### src/logic/qgt_pkg.sv
// Operation
// Counter follows encoder phase: forward up, reverse down
// Phase counting mode 1 selects edge scheme
// Gate compare-match captures counter into capture register
// Gate compare-match clears gate and quadrature counters
// Host loads measurement interval into gate compare
// Host preloads counter with midpoint before start
// One shared start register runs both channels
// Capture, underflow, overflow interrupts, each enable-gated
// Host reads capture result on capture interrupt
// Host sets overflow error indicator on overflow
// Host sets underflow error indicator on underflow
// Host releases module stop before configuring
// Host selects compare-match capture, not pin edge
// Counter and capture result are 16 bits
// Host clears capture flag, saves value, stops
// Overflow on wrap up, underflow on wrap down
package qgt_pkg;
    localparam int CNT_W = 16;
    localparam logic [7:0] ADDR_STOP = 8'h00;
    localparam logic [7:0] ADDR_START = 8'h04;
    localparam logic [7:0] ADDR_MODE = 8'h08;
    localparam logic [7:0] ADDR_CLRSEL = 8'h0C;
    localparam logic [7:0] ADDR_GATE_CMP = 8'h10;
    localparam logic [7:0] ADDR_GATE_CNT = 8'h14;
    localparam logic [7:0] ADDR_QCNT = 8'h18;
    localparam logic [7:0] ADDR_CAPT = 8'h1C;
    localparam logic [7:0] ADDR_IRQ_EN = 8'h20;
    localparam logic [7:0] ADDR_IRQ_FLAGS = 8'h24;
    localparam logic [7:0] ADDR_IRQ_CLR = 8'h28;
    localparam int START_GATE_BIT = 0;
    localparam int START_COUNT_BIT = 1;
    localparam int FLAG_CAPT_BIT = 0;
    localparam int FLAG_UNDER_BIT = 1;
    localparam int FLAG_OVER_BIT = 2;
    localparam int CLRSEL_GATE_BIT = 0;
    localparam int CLRSEL_COUNT_BIT = 1;
    localparam int CLRSEL_CAPT_BIT = 2;
    localparam logic [2:0] MODE_PHASE1 = 3'h1;
    localparam logic MSTOP_RST = 1'b1;
    localparam logic [2:0] MODE_RST = 3'h0;
    localparam logic [2:0] CLRSEL_RST = 3'h0;
    localparam logic [15:0] GATE_CMP_RST = 16'hFFFF;
    localparam logic [15:0] CNT_RST = 16'h0000;
    typedef struct packed {
        logic cyc;
        logic stb;
        logic we;
        logic [7:0] adr;
        logic [3:0] sel;
        logic [31:0] dat;
    } wb_req_t;
    typedef struct packed {
        logic a;
        logic b;
    } phase_t;
endpackage : qgt_pkg

### src/logic/quadrature_gate_time_counter.sv
// The implementer's own choices: the register addresses and the Wishbone interface to the registers.
`timescale 1ns/1ps
module quadrature_gate_time_counter (
    input wire logic clk,
    input wire logic rst,
    input wire qgt_pkg::wb_req_t wb_req,
    output logic [31:0] wb_dat_o,
    output logic wb_ack_o,
    input wire qgt_pkg::phase_t encoder_in,
    output logic irq
);
    import qgt_pkg::*;

    logic module_stop_r;
    logic [1:0] shared_start_ctrl_r;
    logic [2:0] count_mode_select_r;
    logic [2:0] clear_select_r;
    logic [15:0] gate_interval_compare_r;
    logic [15:0] gate_counter_r;
    logic [CNT_W-1:0] quadrature_counter_r;
    logic [CNT_W-1:0] count_capture_reg_r;
    logic [2:0] count_irq_enables_r;
    logic [2:0] count_irq_flags_r;
    phase_t phase_prev_r;
    logic ack_r;
    logic [31:0] rdata_r;

    logic wr_stb;
    logic rd_hit;
    logic gate_run;
    logic count_run;
    logic gate_match;
    logic step_up;
    logic step_dn;
    logic cnt_over;
    logic cnt_under;
    logic [2:0] set_flags;

    // Ack lasts one cycle so back-to-back strobes are not double-counted
    assign wr_stb = wb_req.cyc && wb_req.stb && wb_req.we && !ack_r;
    assign gate_run = shared_start_ctrl_r[START_GATE_BIT] && !module_stop_r;
    assign count_run = shared_start_ctrl_r[START_COUNT_BIT] && !module_stop_r;
    assign gate_match = gate_run && (gate_counter_r == gate_interval_compare_r);

    // Mode 1: every edge of either phase counts; direction from the other level
    always_comb begin
        step_up = 1'b0;
        step_dn = 1'b0;
        if (count_run && count_mode_select_r == MODE_PHASE1) begin
            if (encoder_in.a != phase_prev_r.a) begin
                if (encoder_in.a != encoder_in.b) begin
                    step_up = 1'b1;
                end else begin
                    step_dn = 1'b1;
                end
            end else if (encoder_in.b != phase_prev_r.b) begin
                if (encoder_in.a == encoder_in.b) begin
                    step_up = 1'b1;
                end else begin
                    step_dn = 1'b1;
                end
            end
        end
    end

    assign cnt_over = step_up && (quadrature_counter_r == {CNT_W{1'b1}});
    assign cnt_under = step_dn && (quadrature_counter_r == {CNT_W{1'b0}});
    assign set_flags = {cnt_over, cnt_under, gate_match && clear_select_r[CLRSEL_CAPT_BIT]};

    always_ff @(posedge clk) begin
        if (rst) begin
            phase_prev_r <= '0;
        end else begin
            phase_prev_r <= encoder_in;
        end
    end

    always_ff @(posedge clk) begin
        if (rst) begin
            module_stop_r <= MSTOP_RST;
            shared_start_ctrl_r <= 2'h0;
            count_mode_select_r <= MODE_RST;
            clear_select_r <= CLRSEL_RST;
            gate_interval_compare_r <= GATE_CMP_RST;
            count_irq_enables_r <= 3'h0;
        end else if (wr_stb && wb_req.sel[0]) begin
            if (wb_req.adr == ADDR_STOP) begin
                module_stop_r <= wb_req.dat[0];
            end else if (wb_req.adr == ADDR_START) begin
                shared_start_ctrl_r <= wb_req.dat[1:0];
            end else if (wb_req.adr == ADDR_MODE) begin
                count_mode_select_r <= wb_req.dat[2:0];
            end else if (wb_req.adr == ADDR_CLRSEL) begin
                clear_select_r <= wb_req.dat[2:0];
            end else if (wb_req.adr == ADDR_GATE_CMP && wb_req.sel[1]) begin
                gate_interval_compare_r <= wb_req.dat[15:0];
            end else if (wb_req.adr == ADDR_IRQ_EN) begin
                count_irq_enables_r <= wb_req.dat[2:0];
            end
        end
    end

    always_ff @(posedge clk) begin
        if (rst) begin
            gate_counter_r <= CNT_RST;
        end else if (wr_stb && wb_req.adr == ADDR_GATE_CNT && (&wb_req.sel[1:0])) begin
            gate_counter_r <= wb_req.dat[15:0];
        end else if (gate_match && clear_select_r[CLRSEL_GATE_BIT]) begin
            gate_counter_r <= CNT_RST;
        end else if (gate_run) begin
            gate_counter_r <= gate_counter_r + 16'h0001;
        end
    end

    // Preload write wins over counting; host loads midpoint while the gate is stopped
    always_ff @(posedge clk) begin
        if (rst) begin
            quadrature_counter_r <= CNT_RST;
        end else if (wr_stb && wb_req.adr == ADDR_QCNT && (&wb_req.sel[1:0])) begin
            quadrature_counter_r <= wb_req.dat[CNT_W-1:0];
        end else if (gate_match && clear_select_r[CLRSEL_COUNT_BIT]) begin
            quadrature_counter_r <= CNT_RST;
        end else if (step_up) begin
            quadrature_counter_r <= quadrature_counter_r + {{(CNT_W-1){1'b0}}, 1'b1};
        end else if (step_dn) begin
            quadrature_counter_r <= quadrature_counter_r - {{(CNT_W-1){1'b0}}, 1'b1};
        end
    end

    always_ff @(posedge clk) begin
        if (rst) begin
            count_capture_reg_r <= CNT_RST;
        end else if (gate_match && clear_select_r[CLRSEL_CAPT_BIT]) begin
            count_capture_reg_r <= quadrature_counter_r;
        end
    end

    // Set beats clear in the same cycle
    always_ff @(posedge clk) begin
        if (rst) begin
            count_irq_flags_r <= 3'h0;
        end else if (wr_stb && wb_req.adr == ADDR_IRQ_CLR && wb_req.sel[0]) begin
            count_irq_flags_r <= (count_irq_flags_r & ~wb_req.dat[2:0]) | set_flags;
        end else begin
            count_irq_flags_r <= count_irq_flags_r | set_flags;
        end
    end

    assign irq = |(count_irq_flags_r & count_irq_enables_r);

    assign rd_hit = wb_req.cyc && wb_req.stb && !ack_r;

    always_ff @(posedge clk) begin
        if (rst) begin
            ack_r <= 1'b0;
            rdata_r <= 32'h0;
        end else begin
            ack_r <= rd_hit;
            rdata_r <= 32'h0;
            if (rd_hit && !wb_req.we) begin
                if (wb_req.adr == ADDR_STOP) begin
                    rdata_r <= {31'h0, module_stop_r};
                end else if (wb_req.adr == ADDR_START) begin
                    rdata_r <= {30'h0, shared_start_ctrl_r};
                end else if (wb_req.adr == ADDR_MODE) begin
                    rdata_r <= {29'h0, count_mode_select_r};
                end else if (wb_req.adr == ADDR_CLRSEL) begin
                    rdata_r <= {29'h0, clear_select_r};
                end else if (wb_req.adr == ADDR_GATE_CMP) begin
                    rdata_r <= {16'h0, gate_interval_compare_r};
                end else if (wb_req.adr == ADDR_GATE_CNT) begin
                    rdata_r <= {16'h0, gate_counter_r};
                end else if (wb_req.adr == ADDR_QCNT) begin
                    rdata_r <= {16'h0, quadrature_counter_r};
                end else if (wb_req.adr == ADDR_CAPT) begin
                    rdata_r <= {16'h0, count_capture_reg_r};
                end else if (wb_req.adr == ADDR_IRQ_EN) begin
                    rdata_r <= {29'h0, count_irq_enables_r};
                end else if (wb_req.adr == ADDR_IRQ_FLAGS) begin
                    rdata_r <= {29'h0, count_irq_flags_r};
                end
            end
        end
    end

    assign wb_ack_o = ack_r;
    assign wb_dat_o = rdata_r;
endmodule : quadrature_gate_time_counter

### config.mk
export PLATFORM = sky130hd
export DESIGN_NAME = quadrature_gate_time_counter
export DESIGN_NICKNAME = d
export VERILOG_FILES = /design/src/logic/qgt_pkg.sv /design/src/logic/quadrature_gate_time_counter.sv
export SDC_FILE = /design/constraint.sdc
export NUM_CORES = 1
export LEC_CHECK = 0
export BUFFER_PORTS_ARGS = -buffer_cell sky130_fd_sc_hd__buf_4
export CAP_MARGIN = 10
export CORE_ASPECT_RATIO = 0.5
export CORE_MARGIN = 2
export CORE_UTILIZATION = 45
export DETAILED_ROUTE_END_ITERATION = 7
export PLACE_DENSITY = 0.69
export SKIP_LAST_GASP = 1
export SLEW_MARGIN = 0
export SYNTH_ARGS = -nofsm -noshare
export SYNTH_HDL_FRONTEND = slang
export SYNTH_SLANG_ARGS = --single-unit
### constraint.sdc
create_clock -name clk -period 4.2 [get_ports clk]
set_clock_uncertainty 0.2 [all_clocks]
set_input_delay 0.21 -clock clk [delete_from_list [all_inputs] [get_ports clk]]
set_output_delay 0.21 -clock clk [all_outputs]
set_load 0.02 [all_outputs]
==> key figures, run 1 <==
Layout
  • Net total in the final layout: 796
  • Number of diodes: 0
  • Total area of sequential cells: 0.00196 mm^2
  • Fraction of layout instances using a drive strength above 1: 0.122
  • Fill cell total of the finished layout: about 1100
  • Multi-input logic area: 0.00336 mm^2
  • Area overhead of the layout relative to synthesis: 16.4%

Logic synthesis
  • Predominant post-synthesis flop cell: sky130_fd_sc_hd__dfxtp_1
  • Cell variety after synth: 61
  • Compound-cell area share of the yosys netlist: 0.191
  • Multiplexer share of the synthesized area: 0.0923
  • Average cell area after synthesis: 8.27 um^2
  • Yosys warning count: 0
  • Synthesized area: 0.00560 mm^2
  • Most common library cells after synthesis: 98 x sky130_fd_sc_hd__dfxtp_1, 86 x sky130_fd_sc_hd__nor2_1, 81 x sky130_fd_sc_hd__nand2_1
  • Instance count of the mapped netlist: 677
  • Most frequently used cell type in the post-synthesis netlist: sky130_fd_sc_hd__dfxtp_1
  • Cell type contributing the most total cell area after synthesis: sky130_fd_sc_hd__dfxtp_1
  • Post-synthesis share of cell area spent on xor and xnor gates: 0.0501
  • Part of the Yosys area used for sequential elements: 0.350
  • Number of synthesized register bits: between 90 and 100
  • Simple-gate area share of the yosys netlist: 0.215
  • Top cells by area in the synthesized netlist: sky130_fd_sc_hd__dfxtp_1 35%, sky130_fd_sc_hd__mux2i_1 8.2%, sky130_fd_sc_hd__nor2_1 5.8%
  • Adder-Cell Fraction of Synth Area: 0.0416
  • Async set or reset register ratio after synthesis: 0
  • Largest family of logic cells by synthesized area: simple AND/OR/NAND/NOR gates
  • Number of enable-type register cells in the synthesized netlist: 0
  • Share of Yosys cell area claimed by the top area cell type: 0.350

GRT
  • Initial antenna violation count: 0
  • Global-route wire length before repair: 25.0 mm
  • Via count of the first global-routing pass: 4632
  • GRT overflow: 0
  • Aggregate global-route resource usage: 0.235
  • Pin count of the biggest net entering global routing: 52

Min path
  • Kind of path behind the tightest hold check: in2reg

Worst setup path
  • Highest fanout seen on the critical path: 7
  • Required time at the worst-slack endpoint: 4270 ps
  • Startpoint kind of the worst setup timing path: register
  • Register-to-Register Path Depth: 12
  • CP endpoint kind: register
  • Data arrival, critical path: 3400 ps
  • Reg2Reg Setup Slack: approximately 860 ps
  • Critical register-to-register path endpoint: quadrature_counter_r[15]
  • Worst Setup EP: quadrature_counter_r[15]
  • Worst Setup SP: count_mode_select_r[0]
  • Type of the setup path with the least slack: reg2reg
  • Critical register-to-register path startpoint: count_mode_select_r[0]

Job
  • Max Cap Violations: 0

Placement
  • Number of input and output port buffers inserted: 50
  • RD Place Congestion: 0.938
  • Post-DP HPWL: approximately 11 mm

Floorplanning
  • Initial cell density of the core: 0.467
  • Floorplan Core Area: 0.0120 mm^2
  • Number of top-level design ports: 85
  • Vertical die dimension: 82.9 um
  • Floorplan row count: 28
  • Die footprint: 0.0134 mm^2
  • DIE WIDTH: 162 um

Power and ir drop
  • Worst vdd ir: around 0.00019 V
  • Power density normalized to cell area: 294 mW/mm^2
  • Leakage power total: 2.55 nW

Drt
  • Final routed DRC violation total: 0
  • WL per Instance: ~18 um
  • DRT Pass-1 Iters: 6
  • Average vias per placed instance: 5.84
  • Total via count after detailed routing: 5241
  • Detail Route Antenna Nets: 0
  • Final wirelength: 15.7 mm
  • Number of DRC markers after the initial detailed-route iteration: 591

Timing
  • Count of endpoints failing setup in the final report: 0
  • Minimum period implied by the final worst setup slack: 3340 ps
  • Fin. Hold Viols: 0
  • Accumulated negative setup slack: 0 ps
  • Final cycle utilization of the critical path: 0.795
  • Worst slew margin relative to its limit: 0.253
  • Worst Hold Margin: 5.58 ps
  • Highest clock frequency the design can meet: 0.300 GHz
  • Tightest Pin Transition: approximately 1100 ps
  • Setup repair after global routing missed its margin: no
  • Final Max Slew Viols: 0

Clocking
  • Resize count post-CTS: 0
  • H-tree levels: 3
  • Number of buffers on the longest clock path: 2
  • Library cell used as clock root buffer: sky130_fd_sc_hd__clkbuf_16
  • Num Clock Sinks: ~100
  • CTS tree: built
  • Clock Pin Slew Worst Setup and Hold Paths: 70 ps
  • Clock Latency Late Sink: 350 ps
  • Buffers inserted by post-CTS timing repair: 0
  • Hold buffer count at CTS: 19
  • Inserted Clock Buffers: 9

Outcome
  • Result of the run: finished clean
## area by class of cell
class | count | share of cell area
Inverter | 9 | 0.00519
Multi-Input combinational cell | 530 | 0.516
Tap cell | 165 | 0.0317
Clock buffer | 9 | 0.0346
Sequential cell | 98 | 0.301
Clock inverter | 7 | 0.0129
Timing Repair Buffer | 79 | 0.0983
## per-layer routing
layer	vias up	global-route usage	share of wire
met2	235	0.336	0.41
met4	0	0.0499	0.0087
met1	2453	0.358	0.50
met3	9	0.0500	0.083
li1	2544	-	-
met5	-	0	0
## worst max-delay path: stages (launching register included)
cell,delay [ps]
sky130_fd_sc_hd__dfxtp_1,350
sky130_fd_sc_hd__nor3b_1,190
sky130_fd_sc_hd__nand3b_1,190
sky130_fd_sc_hd__a21oi_1,220
sky130_fd_sc_hd__inv_1,180
sky130_fd_sc_hd__ha_1,330
sky130_fd_sc_hd__a211oi_1,400
sky130_fd_sc_hd__o211ai_1,190
sky130_fd_sc_hd__a31oi_1,310
sky130_fd_sc_hd__a32oi_1,230
sky130_fd_sc_hd__mux2i_1,240
sky130_fd_sc_hd__nand4_1,130
sky130_fd_sc_hd__o221ai_1,100
## cell usage in the layout, fill, tap and decap left out, drive strengths merged, types with 5 or more instances in the layout
cell         synthesis  layout
a211oi              11      11
dlygate4sd3          0      19
conb                 1      16
xnor2                9       9
nor2                87      87
nor3                20      20
clkbuf              23       9
mux2i               46      46
a21o                 6       6
a31oi                9       9
a222oi              15      15
o211ai               5       5
nand4               10      10
dfxtp               98      98
xor2                23      23
and3                13      13
mux2                 5       5
ha                  17      17
nor4                 9       9
a21oi               44      44
nand3               18      18
inv                  9      13
buf                 32      60
nand2               81      81
o21ai               15      15
a22oi               14      14
## state kept, by name (all words and copies together), names as in the netlist
signal                   cells
quadrature_counter_r        16
count_capture_reg_r         16
clear_select_r               3
module_stop_r                1
gate_interval_compare_r     16
count_mode_select_r          3
shared_start_ctrl_r          2
wb_dat_o                    16
phase_prev_r                 2
count_irq_enables_r          3
count_irq_flags_r            3
wb_ack_o                     1
gate_counter_r              16
## worst min-delay path by stage
stage	from	to	slack (ps)	cells after the start
after CTS	wb_req[46]	wb_ack_o	0.3	3
after global routing	wb_req[46]	wb_ack_o	40	3
after detailed placement	count_capture_reg_r[8]	wb_dat_o[8]	250	2
final	wb_req[46]	wb_ack_o	6	3
after global placement	count_capture_reg_r[8]	wb_dat_o[8]	240	2
after floorplan	encoder_in[0]	phase_prev_r[0]	140	1
## cell families after synthesis
kind of cell	count (synthesis)
xor+xnor	32
simple gates	259
buf+inv	64
other cells	1
fa+ha+maj	18
flops	98
mux	51
compound gates	154
## metrics by stage
step	instances	util	worst slack, ps	power [mW]	instance area, um^2
5_1_grt	897	0.544	543	1.98	6520
6_report	897	0.544	862	1.92	6520
4_1_cts	897	0.544	935	1.92	6520
3_5_place_dp	862	0.502	972	1.05	6020
2_1_floorplan	692	-	1200	1.02	5650
3_3_place_gp	862	0.502	1030	1.05	6020
## power breakdown
group / total, mW / internal, mW / switching [mW] / leakage, nW
combinational: 0.115 / 0.0441 / 0.0712 / 1.61
clock: 0.871 / 0.474 / 0.397 / 0.149
sequential: 0.931 / 0.930 / 0.00123 / 0.790
(Power assumes the default switching activity.)
==> run 2: changes to the inputs <==
--- a/config.mk
+++ b/config.mk
@@ -5,6 +5,7 @@
 export SDC_FILE = /design/constraint.sdc
 export NUM_CORES = 1
 export LEC_CHECK = 0
+export ABC_AREA = 1
 export BUFFER_PORTS_ARGS = -buffer_cell sky130_fd_sc_hd__buf_4
 export CAP_MARGIN = 10
 export CORE_ASPECT_RATIO = 0.5
==> constraint.sdc (replaced) <==
create_clock -name clk -period 3.17 [get_ports clk]
set_clock_uncertainty 0.2 [all_clocks]
set_input_delay 0.1585 -clock clk [delete_from_list [all_inputs] [get_ports clk]]
set_output_delay 0.1585 -clock clk [all_outputs]
set_load 0.02 [all_outputs]
==> key figures, run 2 <==
Min path
  • Kind of path behind the tightest hold check: in2reg
  • Min-delay src: wb_req[33]
  • Number of cells on the worst hold path: 4
  • Hold Crit Endpoint: gate_counter_r[14]

Clocking
  • Num Clock Sinks: 98
  • Library cell used as clock root buffer: sky130_fd_sc_hd__clkbuf_16
  • Inserted Clock Buffers: 9
  • H-tree levels: 3
  • Clock Latency Late Sink: 360 ps
  • Clock Pin Slew Worst Setup and Hold Paths: 70 ps
  • Number of buffers on the longest clock path: 2
  • Buffers inserted by post-CTS timing repair: 0
  • CTS tree: built

Floorplanning
  • Floorplan row count: 30
  • Number of top-level design ports: 85
  • DIE WIDTH: approximately 170 um
  • Vertical die dimension: 88.9 um
  • Initial cell density of the core: 0.470
  • Floorplan Core Area: 0.0138 mm^2
  • Die footprint: between 0.015 and 0.02 mm^2

Drt
  • DRT Pass-1 Iters: 5
  • Final routed DRC violation total: 0
  • WL per Instance: 15.6 um
  • Final wirelength: 20.3 mm
  • Detail Route Antenna Nets: 0
  • Total via count after detailed routing: just over 7000
  • Average vias per placed instance: approximately 5.4
  • Number of DRC markers after the initial detailed-route iteration: 819

Logic synthesis
  • Cell variety after synth: 43
  • Average cell area after synthesis: 6.28 um^2
  • Most common library cells after synthesis: 262 x sky130_fd_sc_hd__nand2_1, 132 x sky130_fd_sc_hd__inv_1, 126 x sky130_fd_sc_hd__nor2_1
  • Part of the Yosys area used for sequential elements: 0.302
  • Async set or reset register ratio after synthesis: 0
  • Synthesized area: between 0.006 and 0.007 mm^2
  • Yosys warning count: 0
  • Instance count of the mapped netlist: 1033
  • Top cells by area in the synthesized netlist: sky130_fd_sc_hd__dfxtp_1 30%, sky130_fd_sc_hd__nand2_1 15%, sky130_fd_sc_hd__inv_1 7.6%
  • Number of synthesized register bits: 98
  • Share of Yosys cell area claimed by the top area cell type: 0.302
  • Predominant post-synthesis flop cell: sky130_fd_sc_hd__dfxtp_1
  • Number of enable-type register cells in the synthesized netlist: 0
  • Most frequently used cell type in the post-synthesis netlist: sky130_fd_sc_hd__nand2_1
  • Cell type contributing the most total cell area after synthesis: sky130_fd_sc_hd__dfxtp_1

GRT
  • Global-route wire length before repair: 32.1 mm
  • Via count of the first global-routing pass: about 6200
  • Aggregate global-route resource usage: 0.264
  • Initial antenna violation count: 0
  • GRT overflow: 0
  • Pin count of the biggest net entering global routing: 32

Worst setup path
  • Register-to-Register Path Depth: 17
  • Data arrival, critical path: between 3000 and 4000 ps
  • Startpoint kind of the worst setup timing path: input port
  • Critical register-to-register path endpoint: quadrature_counter_r[15]
  • Slowest cell delay on critical path: 540 ps
  • Cell with the biggest individual delay on the critical path: sky130_fd_sc_hd__dlygate4sd3_1
  • Required time at the worst-slack endpoint: 3260 ps
  • Reg2Reg Setup Slack: 390 ps
  • Highest fanout seen on the critical path: 12
  • Critical register-to-register path startpoint: module_stop_r
  • CP cell instances: dlygate4sd3_1, buf_4, nand2_1, dlygate4sd3_1, nor2_1, nand2_1, inv_2, nand2_2, nor2_4, nand2_2, o21ai_0, inv_1, a21oi_1
  • CP endpoint kind: register
  • Type of the setup path with the least slack: in2reg

Layout
  • Most common cell after layout, fill and taps aside: sky130_fd_sc_hd__nand2_1
  • Final non-filler cell total: about 1300
  • Fill cell total of the finished layout: 1391
  • Number of diodes: 0
  • Fraction of layout instances using a drive strength above 1: 0.0974
  • Leading cell types in the layout, fill and taps excluded: 261 x sky130_fd_sc_hd__nand2_1, 132 x sky130_fd_sc_hd__inv_1, 125 x sky130_fd_sc_hd__nor2_1, 98 x sky130_fd_sc_hd__dfxtp_1, 79 x sky130_fd_sc_hd__a21oi_1
  • Net total in the final layout: 1173
  • Area overhead of the layout relative to synthesis: 16.5%

Timing
  • Final cycle utilization of the critical path: 0.947
  • Accumulated negative setup slack: 0 ps
  • Final Max Slew Viols: 0
  • Tightest Pin Transition: 592 ps
  • Fin. Hold Viols: 0
  • Minimum period implied by the final worst setup slack: 3000 ps
  • Count of endpoints failing setup in the final report: 0
  • Highest clock frequency the design can meet: about 0.33 GHz
  • Worst slew margin relative to its limit: 0.605
  • Setup repair after global routing missed its margin: no

Power and ir drop
  • Clock network power share: 0.440
  • Worst vdd ir: 0.000220 V
  • Leakage power total: 3.49 nW
  • Seq pwr share: 0.493
  • Internal Pwr Total: 1.85 mW
  • Combinational Power Share: 0.066
  • Switching Fraction: 0.260
  • Power density normalized to cell area: ~330 mW/mm^2
  • Switching power of the nets: 0.649 mW

Placement
  • Number of input and output port buffers inserted: 50
  • Post-DP HPWL: 15.2 mm
  • RD Place Congestion: between 0.9 and 1
  • Placed cell count: between 1000 and 1500

Job
  • Max Cap Violations: 0

Outcome
  • Result of the run: finished clean
-- run 2: changes by cell type after synthesis, sizes merged, moves of 35 or more --
| cell | delta |
|---|---|
| nor2 | +42 |
| mux2i | -46 |
| a21oi | +35 |
| nand2 | +186 |
| nand4 | +39 |
| nand3 | +44 |
| inv | +129 |
| o21ai | +54 |
-- run 2: layout make-up --
type	count	area [um^2]	area share
Tap cell	192	240	0.0318
Inverter	140	526	0.0695
Multi-Input combinational cell	765	3800	0.502
Clock buffer	9	225	0.0298
Timing Repair Buffer	90	741	0.0980
Clock inverter	7	67.6	0.00894
Sequential cell	98	1960	0.260
-- run 2: worst max-delay path by stage --
stage                   from                         end  slack [ps]  cells after the start
2_1_floorplan  module_stop_r    quadrature_counter_r[14]         450                     13
6_report          wb_req[45]          gate_counter_r[11]         170                     13
3_3_place_gp   module_stop_r    quadrature_counter_r[14]         390                     14
4_1_cts           wb_req[45]  gate_interval_compare_r[2]          70                     11
5_1_grt           wb_req[45]          gate_counter_r[11]           5                     13
3_5_place_dp   module_stop_r    quadrature_counter_r[15]         350                     17
-- run 2: cells by family (layout without fill, tap and decap cells) --
logic type      count (synthesis)  in the layout  share of synthesized area
buf+inv                       185            246                      0.122
other cells                     1             16                   0.000578
flops                          98             98                      0.302
fa+ha+maj                      18             18                     0.0359
xor+xnor                       17             17                     0.0229
compound gates                183            183                      0.153
simple gates                  531            531                      0.364
-- run 2: what timing repair did --
action	4_1_cts	5_1_grt
hold buffers	26	0
setup endpoints to repair	0	19
gates resized for setup	0	2
endpoints found under the hold margin	51	0
-- run 2: power groups by stage --
| stage | combinational, mW | sequential (mW) | clock [mW] |
|---|---|---|---|
| floorplan | 0.0840 | 1.26 | 0 |
| global placement | 0.135 | 1.26 | 0 |
| detailed placement | 0.137 | 1.26 | 0 |
| CTS | 0.161 | 1.23 | 1.11 |
| global route | 0.178 | 1.23 | 1.15 |
| finish | 0.166 | 1.23 | 1.10 |
-- run 2: layer usage --
metal	up-vias	routed length, um	GRT usage
met3	15	2120	0.0582
met1	3221	9620	0.388
met2	315	8360	0.399
li1	3488	-	-
met4	0	182	0.0497
met5	-	0	0
-- run 2: critical path: cells and delay by family --
kind,cells,cell delay (ps)
compound gates,2,600
buf+inv,5,1360
simple gates,6,960
-- run 2: per-stage QoR --
step | area, um^2 | hold WS (ps) | util | power, mW | worst slack [ps]
global route | 7560 | 84.1 | 0.547 | 2.56 | 5.34
detailed placement | 7000 | 213 | 0.507 | 1.40 | 349
finish | 7560 | 70.8 | 0.547 | 2.50 | 169
global placement | 7000 | 205 | 0.507 | 1.40 | 389
CTS | 7550 | 56.0 | 0.547 | 2.51 | 66.3
floorplan | 6550 | 37.0 | - | 1.35 | 452
